===== config.mk =====
export PLATFORM = sky130hd
export DESIGN_NAME = cfg_type1_slice
export DESIGN_NICKNAME = d
export VERILOG_FILES = /design/src/cfg_hdr_pkg.sv /design/src/bar_window.sv /design/src/cfg_type1_slice.sv
export SDC_FILE = /design/constraint.sdc
export NUM_CORES = 1
export LEC_CHECK = 0
export BUFFER_PORTS_ARGS = -buffer_cell sky130_fd_sc_hd__buf_2
export CELL_PAD_IN_SITES_DETAIL_PLACEMENT = 0
export CELL_PAD_IN_SITES_GLOBAL_PLACEMENT = 1
export CORE_MARGIN = 2
export CORE_UTILIZATION = 41
export DETAILED_ROUTE_END_ITERATION = 7
export GPL_ROUTABILITY_DRIVEN = 0
export MAX_ROUTING_LAYER = met4
export PLACE_DENSITY_LB_ADDON = 0.1
export REMOVE_ABC_BUFFERS = 1
export SYNTH_ARGS = -nofsm -noshare
export SYNTH_HDL_FRONTEND = slang
export SYNTH_SLANG_ARGS = --single-unit

===== constraint.sdc =====
create_clock -name i_clk_sys -period 2.2 [get_ports i_clk_sys]
set_input_delay 0.44 -clock i_clk_sys [delete_from_list [all_inputs] [get_ports i_clk_sys]]
set_output_delay 0.44 -clock i_clk_sys [all_outputs]
set_load 0.02 [all_outputs]

===== src/cfg_hdr_pkg.sv =====
/*
 * Constants for the type 1 header slice at bytes 0Dh..1Ah: byte offsets,
 * reset values, field positions and the answer-path state type.
 * Assumes configuration accesses arrive as dword address plus byte enables.
 */
package cfg_hdr_pkg;

	// byte offsets of the header fields held by this block
	localparam logic [7:0] OFS_LAT_TIMER = 8'h0D;
	localparam logic [7:0] OFS_HDR_TYPE = 8'h0E;
	localparam logic [7:0] OFS_SELF_TEST = 8'h0F;
	localparam logic [7:0] OFS_CTRL_BAR = 8'h10;
	localparam logic [7:0] OFS_SCR_BAR = 8'h14;
	localparam logic [7:0] OFS_PRI_BUS = 8'h18;
	localparam logic [7:0] OFS_SEC_BUS = 8'h19;
	localparam logic [7:0] OFS_SUB_BUS = 8'h1A;

	// dword indices derived from the byte offsets
	localparam logic [5:0] DW_MISC = OFS_LAT_TIMER[7:2];
	localparam logic [5:0] DW_CTRL_BAR = OFS_CTRL_BAR[7:2];
	localparam logic [5:0] DW_SCR_BAR = OFS_SCR_BAR[7:2];
	localparam logic [5:0] DW_BUS_NUM = OFS_PRI_BUS[7:2];

	// byte lanes inside a dword
	localparam int LANE_LAT_TIMER = OFS_LAT_TIMER[1:0];
	localparam int LANE_HDR_TYPE = OFS_HDR_TYPE[1:0];
	localparam int LANE_SELF_TEST = OFS_SELF_TEST[1:0];
	localparam int LANE_PRI_BUS = OFS_PRI_BUS[1:0];
	localparam int LANE_SEC_BUS = OFS_SEC_BUS[1:0];
	localparam int LANE_SUB_BUS = OFS_SUB_BUS[1:0];

	// fixed and reset values
	localparam logic [7:0] LAT_TIMER_VAL = 8'h00;
	localparam logic [7:0] HDR_TYPE_VAL = 8'h01;
	localparam logic [7:0] SELF_TEST_VAL = 8'h00;
	localparam logic [7:0] BUS_NUM_RST = 8'h00;
	localparam logic [19:0] BAR_ADDR_RST = 20'h00000;
	localparam logic [11:0] BAR_LOW_VAL = 12'h000;

	// window layout: 20 writable bits above a 4096-byte region
	localparam int BAR_ADDR_LSB = 12;
	localparam int BAR_ADDR_BITS = 20;
	localparam int BAR_REGION_BYTES = 4096;

	// enable bit positions in the control byte held at C8h
	localparam int CTRL_WINDOW_EN_BIT = 5;
	localparam int SCR_WINDOW_EN_BIT = 6;

	typedef enum logic {
		ST_IDLE,
		ST_ANSWER
	} cfg_state_e;

endpackage : cfg_hdr_pkg


===== src/bar_window.sv =====
/*
 * One 32-bit memory window base register with 20 writable address bits.
 * Assumes write strobe, byte enables and data come from the same clock.
 */
`timescale 1ns/100ps
module bar_window
	import cfg_hdr_pkg::*;
(
	// clock and reset
	input wire logic i_clk_sys,
	input wire logic i_rstn,
	// control
	input wire logic i_enable,
	input wire logic i_wr,
	input wire logic [3:0] i_be,
	input wire logic [31:0] i_wdata,
	// value
	output logic [31:0] o_value
);

	logic [BAR_ADDR_BITS-1:0] addr_r;
	logic [BAR_ADDR_BITS-1:0] addr_nxt;

	// disabled window is held at zero so a later enable starts clean
	genvar b;
	generate
		for (b = 0; b < BAR_ADDR_BITS; b++) begin : g_bit
			always_comb begin
				if (!i_enable) begin
					addr_nxt[b] = 1'b0;
				end else if (i_wr && i_be[(b + BAR_ADDR_LSB) / 8]) begin
					addr_nxt[b] = i_wdata[b + BAR_ADDR_LSB];
				end else begin
					addr_nxt[b] = addr_r[b];
				end
			end
		end
	endgenerate

	always_ff @(posedge i_clk_sys or negedge i_rstn) begin
		if (!i_rstn) begin
			addr_r <= BAR_ADDR_RST;
		end else begin
			addr_r <= addr_nxt;
		end
	end

	// low twelve bits: reserved, not prefetchable, 32-bit, memory space
	assign o_value = {addr_r, BAR_LOW_VAL};

	a_bar_disabled_zero: assert property (@(posedge i_clk_sys) disable iff (!i_rstn)
		!$past(i_enable) |-> o_value == 32'h00000000)
		else $error("window base not zero while disabled");

	a_bar_write_lands: assert property (@(posedge i_clk_sys) disable iff (!i_rstn)
		i_enable && i_wr && i_be[3] |=> o_value[31:24] == $past(i_wdata[31:24]))
		else $error("window base write lost");

endmodule : bar_window


===== src/cfg_type1_slice.sv =====
/*
 * Type 1 header slice 0Dh..1Ah: fixed bytes, two memory windows, bus numbers,
 * window hit decode and type 1 configuration steering.
 * Assumes config requests, memory addresses and the C8h enable bits all come
 * from logic on i_clk_sys; the enable byte itself lives elsewhere.
 */
`timescale 1ns/100ps
module cfg_type1_slice
	import cfg_hdr_pkg::*;
(
	// clock and reset
	input wire logic i_clk_sys,
	input wire logic i_rstn,
	// configuration access from the upstream requester
	input wire logic i_cfg_valid,
	input wire logic i_cfg_write,
	input wire logic [5:0] i_cfg_dword,
	input wire logic [3:0] i_cfg_be,
	input wire logic [31:0] i_cfg_wdata,
	output logic o_cfg_ack,
	output logic o_cfg_hit,
	output logic [31:0] o_cfg_rdata,
	// enable bits from the control byte at C8h
	input wire logic i_control_window_enable,
	input wire logic i_scratch_window_enable,
	// memory window decode
	input wire logic i_mem_valid,
	input wire logic [31:0] i_mem_addr,
	output logic o_ctrl_window_hit,
	output logic o_scratch_window_hit,
	// type 1 configuration steering
	input wire logic i_t1_valid,
	input wire logic [7:0] i_t1_bus,
	output logic o_t1_done,
	output logic o_t1_to_type0,
	output logic o_t1_forward,
	output logic o_t1_unclaimed
);

	// answer path
	cfg_state_e state_r;
	cfg_state_e state_nxt;
	logic hit_r;
	logic hit_nxt;
	logic [31:0] rdata_r;
	logic [31:0] rdata_nxt;
	logic take;
	logic wr_take;

	// bus numbers
	logic [7:0] pri_bus_r;
	logic [7:0] pri_bus_nxt;
	logic [7:0] sec_bus_r;
	logic [7:0] sec_bus_nxt;
	logic [7:0] sub_bus_r;
	logic [7:0] sub_bus_nxt;

	// windows
	logic [1:0] win_enable;
	logic [1:0] win_wr;
	logic [31:0] win_value [2];
	logic [1:0] win_hit_r;
	logic [1:0] win_hit_nxt;

	// type 1 steering
	logic t1_done_r;
	logic t1_done_nxt;
	logic t1_type0_r;
	logic t1_type0_nxt;
	logic t1_fwd_r;
	logic t1_fwd_nxt;
	logic t1_unclaimed_r;
	logic t1_unclaimed_nxt;

	assign take = (state_r == ST_IDLE) && i_cfg_valid;
	assign wr_take = take && i_cfg_write;

	assign win_enable[0] = i_control_window_enable;
	assign win_enable[1] = i_scratch_window_enable;
	assign win_wr[0] = wr_take && (i_cfg_dword == DW_CTRL_BAR);
	assign win_wr[1] = wr_take && (i_cfg_dword == DW_SCR_BAR);

	// window 0 reaches control registers, window 1 the scratchpad RAM
	genvar w;
	generate
		for (w = 0; w < 2; w++) begin : g_win
			bar_window u_bar (
				.i_clk_sys(i_clk_sys),
				.i_rstn(i_rstn),
				.i_enable(win_enable[w]),
				.i_wr(win_wr[w]),
				.i_be(i_cfg_be),
				.i_wdata(i_cfg_wdata),
				.o_value(win_value[w])
			);
			// a disabled window claims nothing, even at base zero
			always_comb begin
				win_hit_nxt[w] = i_mem_valid && win_enable[w]
					&& (i_mem_addr[31:BAR_ADDR_LSB] == win_value[w][31:BAR_ADDR_LSB]);
			end
		end
	endgenerate

	// answer path: one cycle from request to ack, requests in the ack cycle ignored
	always_comb begin
		state_nxt = state_r;
		hit_nxt = hit_r;
		rdata_nxt = rdata_r;
		unique case (state_r)
			ST_IDLE: begin
				if (i_cfg_valid) begin
					state_nxt = ST_ANSWER;
					hit_nxt = 1'b1;
					rdata_nxt = 32'h00000000;
					unique case (i_cfg_dword)
						DW_MISC: begin
							rdata_nxt[LANE_LAT_TIMER*8 +: 8] = LAT_TIMER_VAL;
							rdata_nxt[LANE_HDR_TYPE*8 +: 8] = HDR_TYPE_VAL;
							rdata_nxt[LANE_SELF_TEST*8 +: 8] = SELF_TEST_VAL;
						end
						DW_CTRL_BAR: rdata_nxt = win_value[0];
						DW_SCR_BAR: rdata_nxt = win_value[1];
						DW_BUS_NUM: begin
							rdata_nxt[LANE_PRI_BUS*8 +: 8] = pri_bus_r;
							rdata_nxt[LANE_SEC_BUS*8 +: 8] = sec_bus_r;
							rdata_nxt[LANE_SUB_BUS*8 +: 8] = sub_bus_r;
						end
						default: hit_nxt = 1'b0;
					endcase
					if (i_cfg_write) begin
						rdata_nxt = 32'h00000000;
					end
				end
			end
			ST_ANSWER: begin
				state_nxt = ST_IDLE;
			end
		endcase
	end

	always_ff @(posedge i_clk_sys or negedge i_rstn) begin
		if (!i_rstn) begin
			state_r <= ST_IDLE;
			hit_r <= 1'b0;
			rdata_r <= 32'h00000000;
		end else begin
			state_r <= state_nxt;
			hit_r <= hit_nxt;
			rdata_r <= rdata_nxt;
		end
	end

	assign o_cfg_ack = (state_r == ST_ANSWER);
	assign o_cfg_hit = hit_r;
	assign o_cfg_rdata = rdata_r;

	// bus number bytes, written per byte lane
	always_comb begin
		pri_bus_nxt = pri_bus_r;
		sec_bus_nxt = sec_bus_r;
		sub_bus_nxt = sub_bus_r;
		if (wr_take && (i_cfg_dword == DW_BUS_NUM)) begin
			if (i_cfg_be[LANE_PRI_BUS]) begin
				pri_bus_nxt = i_cfg_wdata[LANE_PRI_BUS*8 +: 8];
			end
			if (i_cfg_be[LANE_SEC_BUS]) begin
				sec_bus_nxt = i_cfg_wdata[LANE_SEC_BUS*8 +: 8];
			end
			if (i_cfg_be[LANE_SUB_BUS]) begin
				sub_bus_nxt = i_cfg_wdata[LANE_SUB_BUS*8 +: 8];
			end
		end
	end

	always_ff @(posedge i_clk_sys or negedge i_rstn) begin
		if (!i_rstn) begin
			pri_bus_r <= BUS_NUM_RST;
			sec_bus_r <= BUS_NUM_RST;
			sub_bus_r <= BUS_NUM_RST;
		end else begin
			pri_bus_r <= pri_bus_nxt;
			sec_bus_r <= sec_bus_nxt;
			sub_bus_r <= sub_bus_nxt;
		end
	end

	// type 1 steering; forward is reachable only if software breaks sub == sec
	always_comb begin
		t1_done_nxt = i_t1_valid;
		t1_type0_nxt = 1'b0;
		t1_fwd_nxt = 1'b0;
		t1_unclaimed_nxt = 1'b0;
		if (i_t1_valid) begin
			if (i_t1_bus == sec_bus_r) begin
				t1_type0_nxt = 1'b1;
			end else if ((i_t1_bus > sec_bus_r) && (i_t1_bus <= sub_bus_r)) begin
				t1_fwd_nxt = 1'b1;
			end else begin
				t1_unclaimed_nxt = 1'b1;
			end
		end
	end

	always_ff @(posedge i_clk_sys or negedge i_rstn) begin
		if (!i_rstn) begin
			t1_done_r <= 1'b0;
			t1_type0_r <= 1'b0;
			t1_fwd_r <= 1'b0;
			t1_unclaimed_r <= 1'b0;
			win_hit_r <= 2'b00;
		end else begin
			t1_done_r <= t1_done_nxt;
			t1_type0_r <= t1_type0_nxt;
			t1_fwd_r <= t1_fwd_nxt;
			t1_unclaimed_r <= t1_unclaimed_nxt;
			win_hit_r <= win_hit_nxt;
		end
	end

	assign o_t1_done = t1_done_r;
	assign o_t1_to_type0 = t1_type0_r;
	assign o_t1_forward = t1_fwd_r;
	assign o_t1_unclaimed = t1_unclaimed_r;
	assign o_ctrl_window_hit = win_hit_r[0];
	assign o_scratch_window_hit = win_hit_r[1];

	// checks
	a_lat_timer_zero: assert property (@(posedge i_clk_sys) disable iff (!i_rstn)
		take && !i_cfg_write && i_cfg_dword == DW_MISC |=> o_cfg_rdata[15:8] == 8'h00)
		else $error("latency timer byte not zero");

	a_hdr_type_one: assert property (@(posedge i_clk_sys) disable iff (!i_rstn)
		take && !i_cfg_write && i_cfg_dword == DW_MISC |=> o_cfg_ack && o_cfg_rdata[23:16] == 8'h01)
		else $error("header type byte not 01h");

	a_self_test_zero: assert property (@(posedge i_clk_sys) disable iff (!i_rstn)
		take && !i_cfg_write && i_cfg_dword == DW_MISC |=> o_cfg_rdata[31:24] == 8'h00)
		else $error("self-test byte not zero");

	a_ctrl_hit_decode: assert property (@(posedge i_clk_sys) disable iff (!i_rstn)
		i_mem_valid && i_control_window_enable && i_mem_addr[31:12] == win_value[0][31:12]
		|=> o_ctrl_window_hit)
		else $error("control window address not claimed");

	a_scr_hit_decode: assert property (@(posedge i_clk_sys) disable iff (!i_rstn)
		i_mem_valid && i_scratch_window_enable && i_mem_addr[31:12] == win_value[1][31:12]
		|=> o_scratch_window_hit)
		else $error("scratchpad window address not claimed");

	a_ctrl_read_locked: assert property (@(posedge i_clk_sys) disable iff (!i_rstn)
		!i_control_window_enable ##1 take && !i_cfg_write && i_cfg_dword == DW_CTRL_BAR
		|=> o_cfg_rdata == 32'h00000000)
		else $error("locked control window reads nonzero");

	a_scr_write_ignored: assert property (@(posedge i_clk_sys) disable iff (!i_rstn)
		!i_scratch_window_enable |=> win_value[1] == 32'h00000000)
		else $error("locked scratchpad window holds a value");

	a_low_bits_zero: assert property (@(posedge i_clk_sys) disable iff (!i_rstn)
		o_cfg_ack && $past(i_cfg_dword == DW_CTRL_BAR || i_cfg_dword == DW_SCR_BAR)
		|-> o_cfg_rdata[11:0] == 12'h000)
		else $error("window low bits not zero");

	a_sec_write_read: assert property (@(posedge i_clk_sys) disable iff (!i_rstn)
		wr_take && i_cfg_dword == DW_BUS_NUM && i_cfg_be[1]
		##3 take && !i_cfg_write && i_cfg_dword == DW_BUS_NUM
		|=> o_cfg_rdata[15:8] == $past(i_cfg_wdata[15:8], 4))
		else $error("secondary bus number readback wrong");

	a_type0_convert: assert property (@(posedge i_clk_sys) disable iff (!i_rstn)
		i_t1_valid && i_t1_bus == sec_bus_r |=> o_t1_done && o_t1_to_type0 && !o_t1_unclaimed)
		else $error("type 1 to secondary not converted");

	a_outside_dropped: assert property (@(posedge i_clk_sys) disable iff (!i_rstn)
		i_t1_valid && (i_t1_bus < sec_bus_r || i_t1_bus > sub_bus_r)
		|=> o_t1_unclaimed && !o_t1_forward && !o_t1_to_type0)
		else $error("out-of-range type 1 not dropped");

	a_pri_write_keep: assert property (@(posedge i_clk_sys) disable iff (!i_rstn)
		!(wr_take && i_cfg_dword == DW_BUS_NUM) |=> $stable(pri_bus_r))
		else $error("primary bus number changed without write");

endmodule : cfg_type1_slice


# [After elaboration in Yosys (flattened, before gate mapping)]
# Index checks and enable logic that the tools add are counted.
[word_totals] regBits=104 output_inout_bits=40 elab_cells=149 in_bits=90
[op_classes] mux=95 eq_ne=13 bitwise=1 magnitude_cmp=2 n_reduce_logical=21
[op_table] operator="$mux W1" n=90
[op_table] operator="$pmux W16 S4" n=1
[op_table] operator="$eq A20 B20 Y1" n=2
[op_table] operator="$mux W32" n=1
[op_table] operator="$eq A6 B3 Y1 const B" n=3
[op_table] operator="$logic_and A1 B1 Y1" n=16
[op_table] operator="$pmux W8 S2" n=1
[op_table] operator="$ne A2 B1 Y1 const B" n=6
[op_table] operator="$eq A8 B8 Y1" n=1
[op_table] operator="$gt A8 B8 Y1" n=1
[op_table] operator="$le A8 B8 Y1" n=1
[op_table] operator="$mux W8" n=1
[op_table] operator="$reduce_and A2 Y1" n=4
[op_table] operator="$eq A6 B2 Y1 const B" n=1
[op_table] operator="$reduce_or A4 Y1" n=1
[op_table] operator="$pmux W1 S2" n=1
[op_table] operator="$not A1 Y1" n=1

# [Depth between registers and ports, before layout]
[depth] depth_word=7 depth_mapped=8 ltp_nobuf=7

# [Cells and area by module]
# Synthesis repeated with hierarchy kept, for this count alone.
[unflattened] cells_unflattened=550 area_unflattened_um2=5746.8
[by_module_without_submodules] module="cfg_type1_slice" n_inst=1 seq_area_each_um2=1601.5 cells_each=338 area_per_inst_um2=3639.7
[by_module_without_submodules] module="bar_window" n_inst=2 seq_area_each_um2=500.5 cells_each=106 area_per_inst_um2=1053.5

# [Worst setup path before layout]
# No wires, ideal clock.
[synth_timing] path_kind="input to register" startpoint="input i_cfg_dword[5]" endpoint="register pri_bus_r[0]" setup_ns=0.125 slack_ns=0.099 arrival_time_ns=1.977 path_stages=5 required_time_ns=2.075 path_buffers=1 cell_sequence="or4b_4 -> nor3b_4 -> and4_1 -> buf_4 -> mux2_2"
[synth_via] elab_chain_cells=3
[synth_rtl] item="from (decl)" line_no="cfg_type1_slice.sv:17" text="input wire logic [5:0] i_cfg_dword,"
[synth_rtl] item="$eq A6 B3 Y1" line_no="cfg_type1_slice.sv:162" text="if (wr_take && (i_cfg_dword == DW_BUS_NUM)) begin"
[synth_rtl] item="$logic_and A1 B1 Y1" line_no="cfg_type1_slice.sv:162"
[synth_rtl] item="$reduce_and A2 Y1 (no line)"
[synth_rtl] item="to (signal assigned)" line_no="cfg_type1_slice.sv:181" text="pri_bus_r <= pri_bus_nxt;"
[synth_rtl] item="to (decl)" line_no="cfg_type1_slice.sv:51" text="logic [7:0] pri_bus_r;"
# No other way between the ends.
# A chain may end at the register's enable or synchronous reset.

# [Worst setup path after layout]
[layout_timing] startpoint="input i_cfg_dword[5]" endpoint="register sec_bus_r[0]"
[layout_via] elab_chain_cells=3
[layout_rtl] item="$eq A6 B3 Y1" line_no="cfg_type1_slice.sv:162"
[layout_rtl] item="$logic_and A1 B1 Y1" line_no="cfg_type1_slice.sv:162"
[layout_rtl] item="$reduce_and A2 Y1 (no line)"
[layout_rtl] item="to (signal assigned)" line_no="cfg_type1_slice.sv:182" text="sec_bus_r <= sec_bus_nxt;"
[layout_rtl] item="to (decl)" line_no="cfg_type1_slice.sv:53" text="logic [7:0] sec_bus_r;"
# No other way between the ends.

==> results list <==
- Leaving out fill and tap cells, the most frequent cell in the layout is buf_2.
- Count of flip-flops with a built-in enable after synthesis: 0
- Worst path arrival time: 2260 ps
- Yosys warns: 0
* Antenna violations before repair: 0
* Peak ir drop on the vdd network: 0.532 mV
* First-pass detailed-route iteration total: 4
- Of the post-synthesis cell area, the dominant cell type holds 0.516.
- Clock sink count: 104
- Dominant synthesized flop cell: dfrtp_1
- The number of placed instances, taps included, is 707.
- The number of gates resized after CTS was 0.
* Async SR Flop Fraction: 1.00
- In this run the vertical extent of the chip is 115 microns.
- The critical path is of the primary input to flop type.
* Fraction of layout cells with a size suffix above 1: 0.341
- The detailed router finished its first iteration with 338 violations.
- Number of distinct library cells after synthesis: 48
- The net count of the finished layout is 678.
* Post-synth top area cell: dfrtp_1
* Starting density of the core: 0.420
* Most frequent cells in the layout: 116 x buf_2, 104 x dfrtp_1, 36 x a22o_1
* Number of global-route vias before repair: 3948
- Setup repair after global routing left no endpoint under its margin.
* Final setup violation count: 0
* Worst Path Max Fanout: 8
* WL final: 13700 microns
- From synthesis to final layout, the design area changed by 25.5%.
* Startpoint kind of the worst setup timing path: primary input
- Summing all multi-input logic gate instances after layout gives 2290 sq um.
- Across the routed clock network, the largest skew measured is 12.4 ps.
- Peak Freq: 0.493 GHz
- Num CTS Buffers: 9
- The worst setup path is captured at a flop.
- The max-slew violation count came to 0.
- In this run the critical register-to-register path is launched from sec_bus_r[1].
- After detailed routing, the number of vias per cell comes to 5.35.
- In this run the cell area of the synthesized design comes to 5040 sq um.
- The repair_antennas step left the layout with diodes totalling 0.
* Hold path start: i_t1_valid
* CTS tree: built
- Rel. slew slack: 0.505
* Minimum clock period: 2030 ps
- The run finished with clean final reports.
- Sum Neg Setup Slack: 0 ps
- Wire length of the first global-routing pass: 21800 microns
* Via Count: 3872
- Sequential fraction of the synthesis area: 0.516
- Die width: 115 microns
* Crit path max-delay cell type: or4b_4
- Path type of the worst min-delay path: primary input to flop
* Synth Area per Inst: 11.6 sq um
* Sequence of cells on the critical path: buf_2 > or4b_4 > nor3b_4 > buf_4 > nand4_2 > mux2_2
- CTS built an H-tree with a depth of 3.
- Excluding fillers, the count of instances in the completed layout stands at 724.
* Antenna-violating nets left: 0
- Clock-pin slew was measured on the worst setup and hold paths at 70 ps.
* Port buffer count: 117
* Die Outline Area: 13200 sq um
- In this run the power density over the cells is 642 nW/um^2.
* Max-cap viol count: 0
* FF+latch count, synth: 104
- Summed over all nets, the half-perimeter wirelength after detailed placement is 10200 microns.
* Post-Synthesis Cells: 434
- Core area: 12000 sq um
- Static leakage power: 3.09 nW
* Core Rows: 40
- 130 I/O pins were placed.
- After filler insertion, the fill cell instance count of the layout stands at 1129.
* Setup crit start: i_cfg_dword[5]
- Dividing the detail-routed wire length by the instance count gives 18.9 microns.
- In the routed design, unresolved DRC markers number 0.
- Final critical-path share of the clock period: 0.921
- Longest Clk Path Bufs: 2
* Ranking of synthesized cells by area: dfrtp_1 52%, a22o_1 6.3%, mux2_2 5.4%
* Insertion delay to the later sink of the worst-skew pair: 350 ps
* Final Hold Fails: 0
- Total track usage: 0.224
* Critical path data required time: 2430 ps
* Area occupied by registers: 2600 sq um
* Critical Path Max Stage Delay: 560 ps
* Largest net degree at the start of global routing: 56
* Slew at the pin closest to its max-slew limit: 741 ps
- CTS Root Cell: clkbuf_16
* Hold Worst Slack: 246 ps
* Congestion Overflow GR: 0
-- layout make-up --
class,count,area share
sequential,104,0.411
multi-input combinational,293,0.361
timing repair buffer,145,0.136
clock buffer,11,0.0368
tap,147,0.0291
clock inverter,5,0.0138
inverter,19,0.0113
-- state kept, by name, summed over array words and instances (netlist names) --
signal,flops
o_cfg_rdata,32
pri_bus_r,8
o_cfg_ack,1
sec_bus_r,8
o_t1_unclaimed,1
o_cfg_hit,1
o_t1_to_type0,1
g_win.u_bar.addr_r,40
win_hit_r,2
o_t1_forward,1
o_t1_done,1
sub_bus_r,8
-- cell families after synthesis --
group / Yosys count / synth area share
AND/OR/NAND/NOR: 91 / 0.107
buffers and inverters: 37 / 0.0310
AO/OA/AOI/OAI: 113 / 0.165
adder cells (fa/ha/maj): 16 / 0.0397
flip-flops: 104 / 0.516
multiplexers: 33 / 0.0715
XOR/XNOR: 40 / 0.0695
-- stage by stage --
stage / instance area (sq um) / setup slack [ps] / util / power, mW
finish: 6330 / 173 / 0.527 / 4.06
global route: 6330 / 8.93 / 0.527 / 4.22
CTS: 6330 / 171 / 0.527 / 4.11
detailed placement: 6000 / -174 / 0.499 / 2.35
global placement: 6000 / -156 / 0.499 / 2.34
floorplan: 4960 / -511 / - / 2.12
-- report_power, final --
part / leakage (nW) / switching, mW / internal [mW]
combinational: 1.50 / 0.213 / 0.149
clock: 0.152 / 0.740 / 1.01
sequential: 1.44 / 0.0147 / 1.93
total: 3.09 / 0.967 / 3.09
-- worst max-delay path: cells and delay by family --
family	cells	cell delay [ps]
mux	1	360
simple gates	3	1160
buf+inv	2	290
-- cell usage after synthesis (2+ instances only) --
cell	count
dfrtp_1	104
nor3_1	2
nor2_2	3
nor4_1	6
mux2i_1	9
o21a_1	2
nand2_1	35
nand4_1	11
nand3_1	3
ha_1	16
nor2b_1	10
and4b_1	2
nor3b_2	2
mux2_2	24
a21oi_1	8
o21ai_0	32
a21boi_0	9
clkbuf_1	9
xor2_1	16
buf_2	5
a22oi_1	8
nor2_1	2
a22o_1	36
a222oi_1	11
xnor2_1	24
or2_2	2
inv_1	18
nand4_2	2
nand2b_1	3
buf_1	2
-- path summary, 6_finish.rpt --
path,end,slack (ps),depth (start not counted)
max,sec_bus_r[0],170,6
min,o_t1_done,250,1
max reg2reg,o_t1_forward,210,8
min reg2reg,o_cfg_rdata[23],480,2
max in group asynchronous,g_win[1].u_bar.addr_r[13],1250,3
min in group asynchronous,o_t1_forward,450,2
-- per-layer routing --
| metal | track usage | share of wire | routed length [microns] | up-vias |
|---|---|---|---|---|
| met5 | - | 0 | 0 | - |
| met4 | 0.0530 | 0.0069 | 95 | 0 |
| met3 | 0.0369 | 0.049 | 665 | 7 |
| met2 | 0.351 | 0.48 | 6600 | 110 |
| met1 | 0.307 | 0.46 | 6340 | 1884 |
| li1 | - | - | - | 1871 |
-- repair_timing --
item | in CTS | in global routing
hold buffers | 1 | 0
endpoints found under the hold margin | 5 | 0
buffers inserted | 0 | 0
No activity file was read; power rests on OpenSTA's default activity.
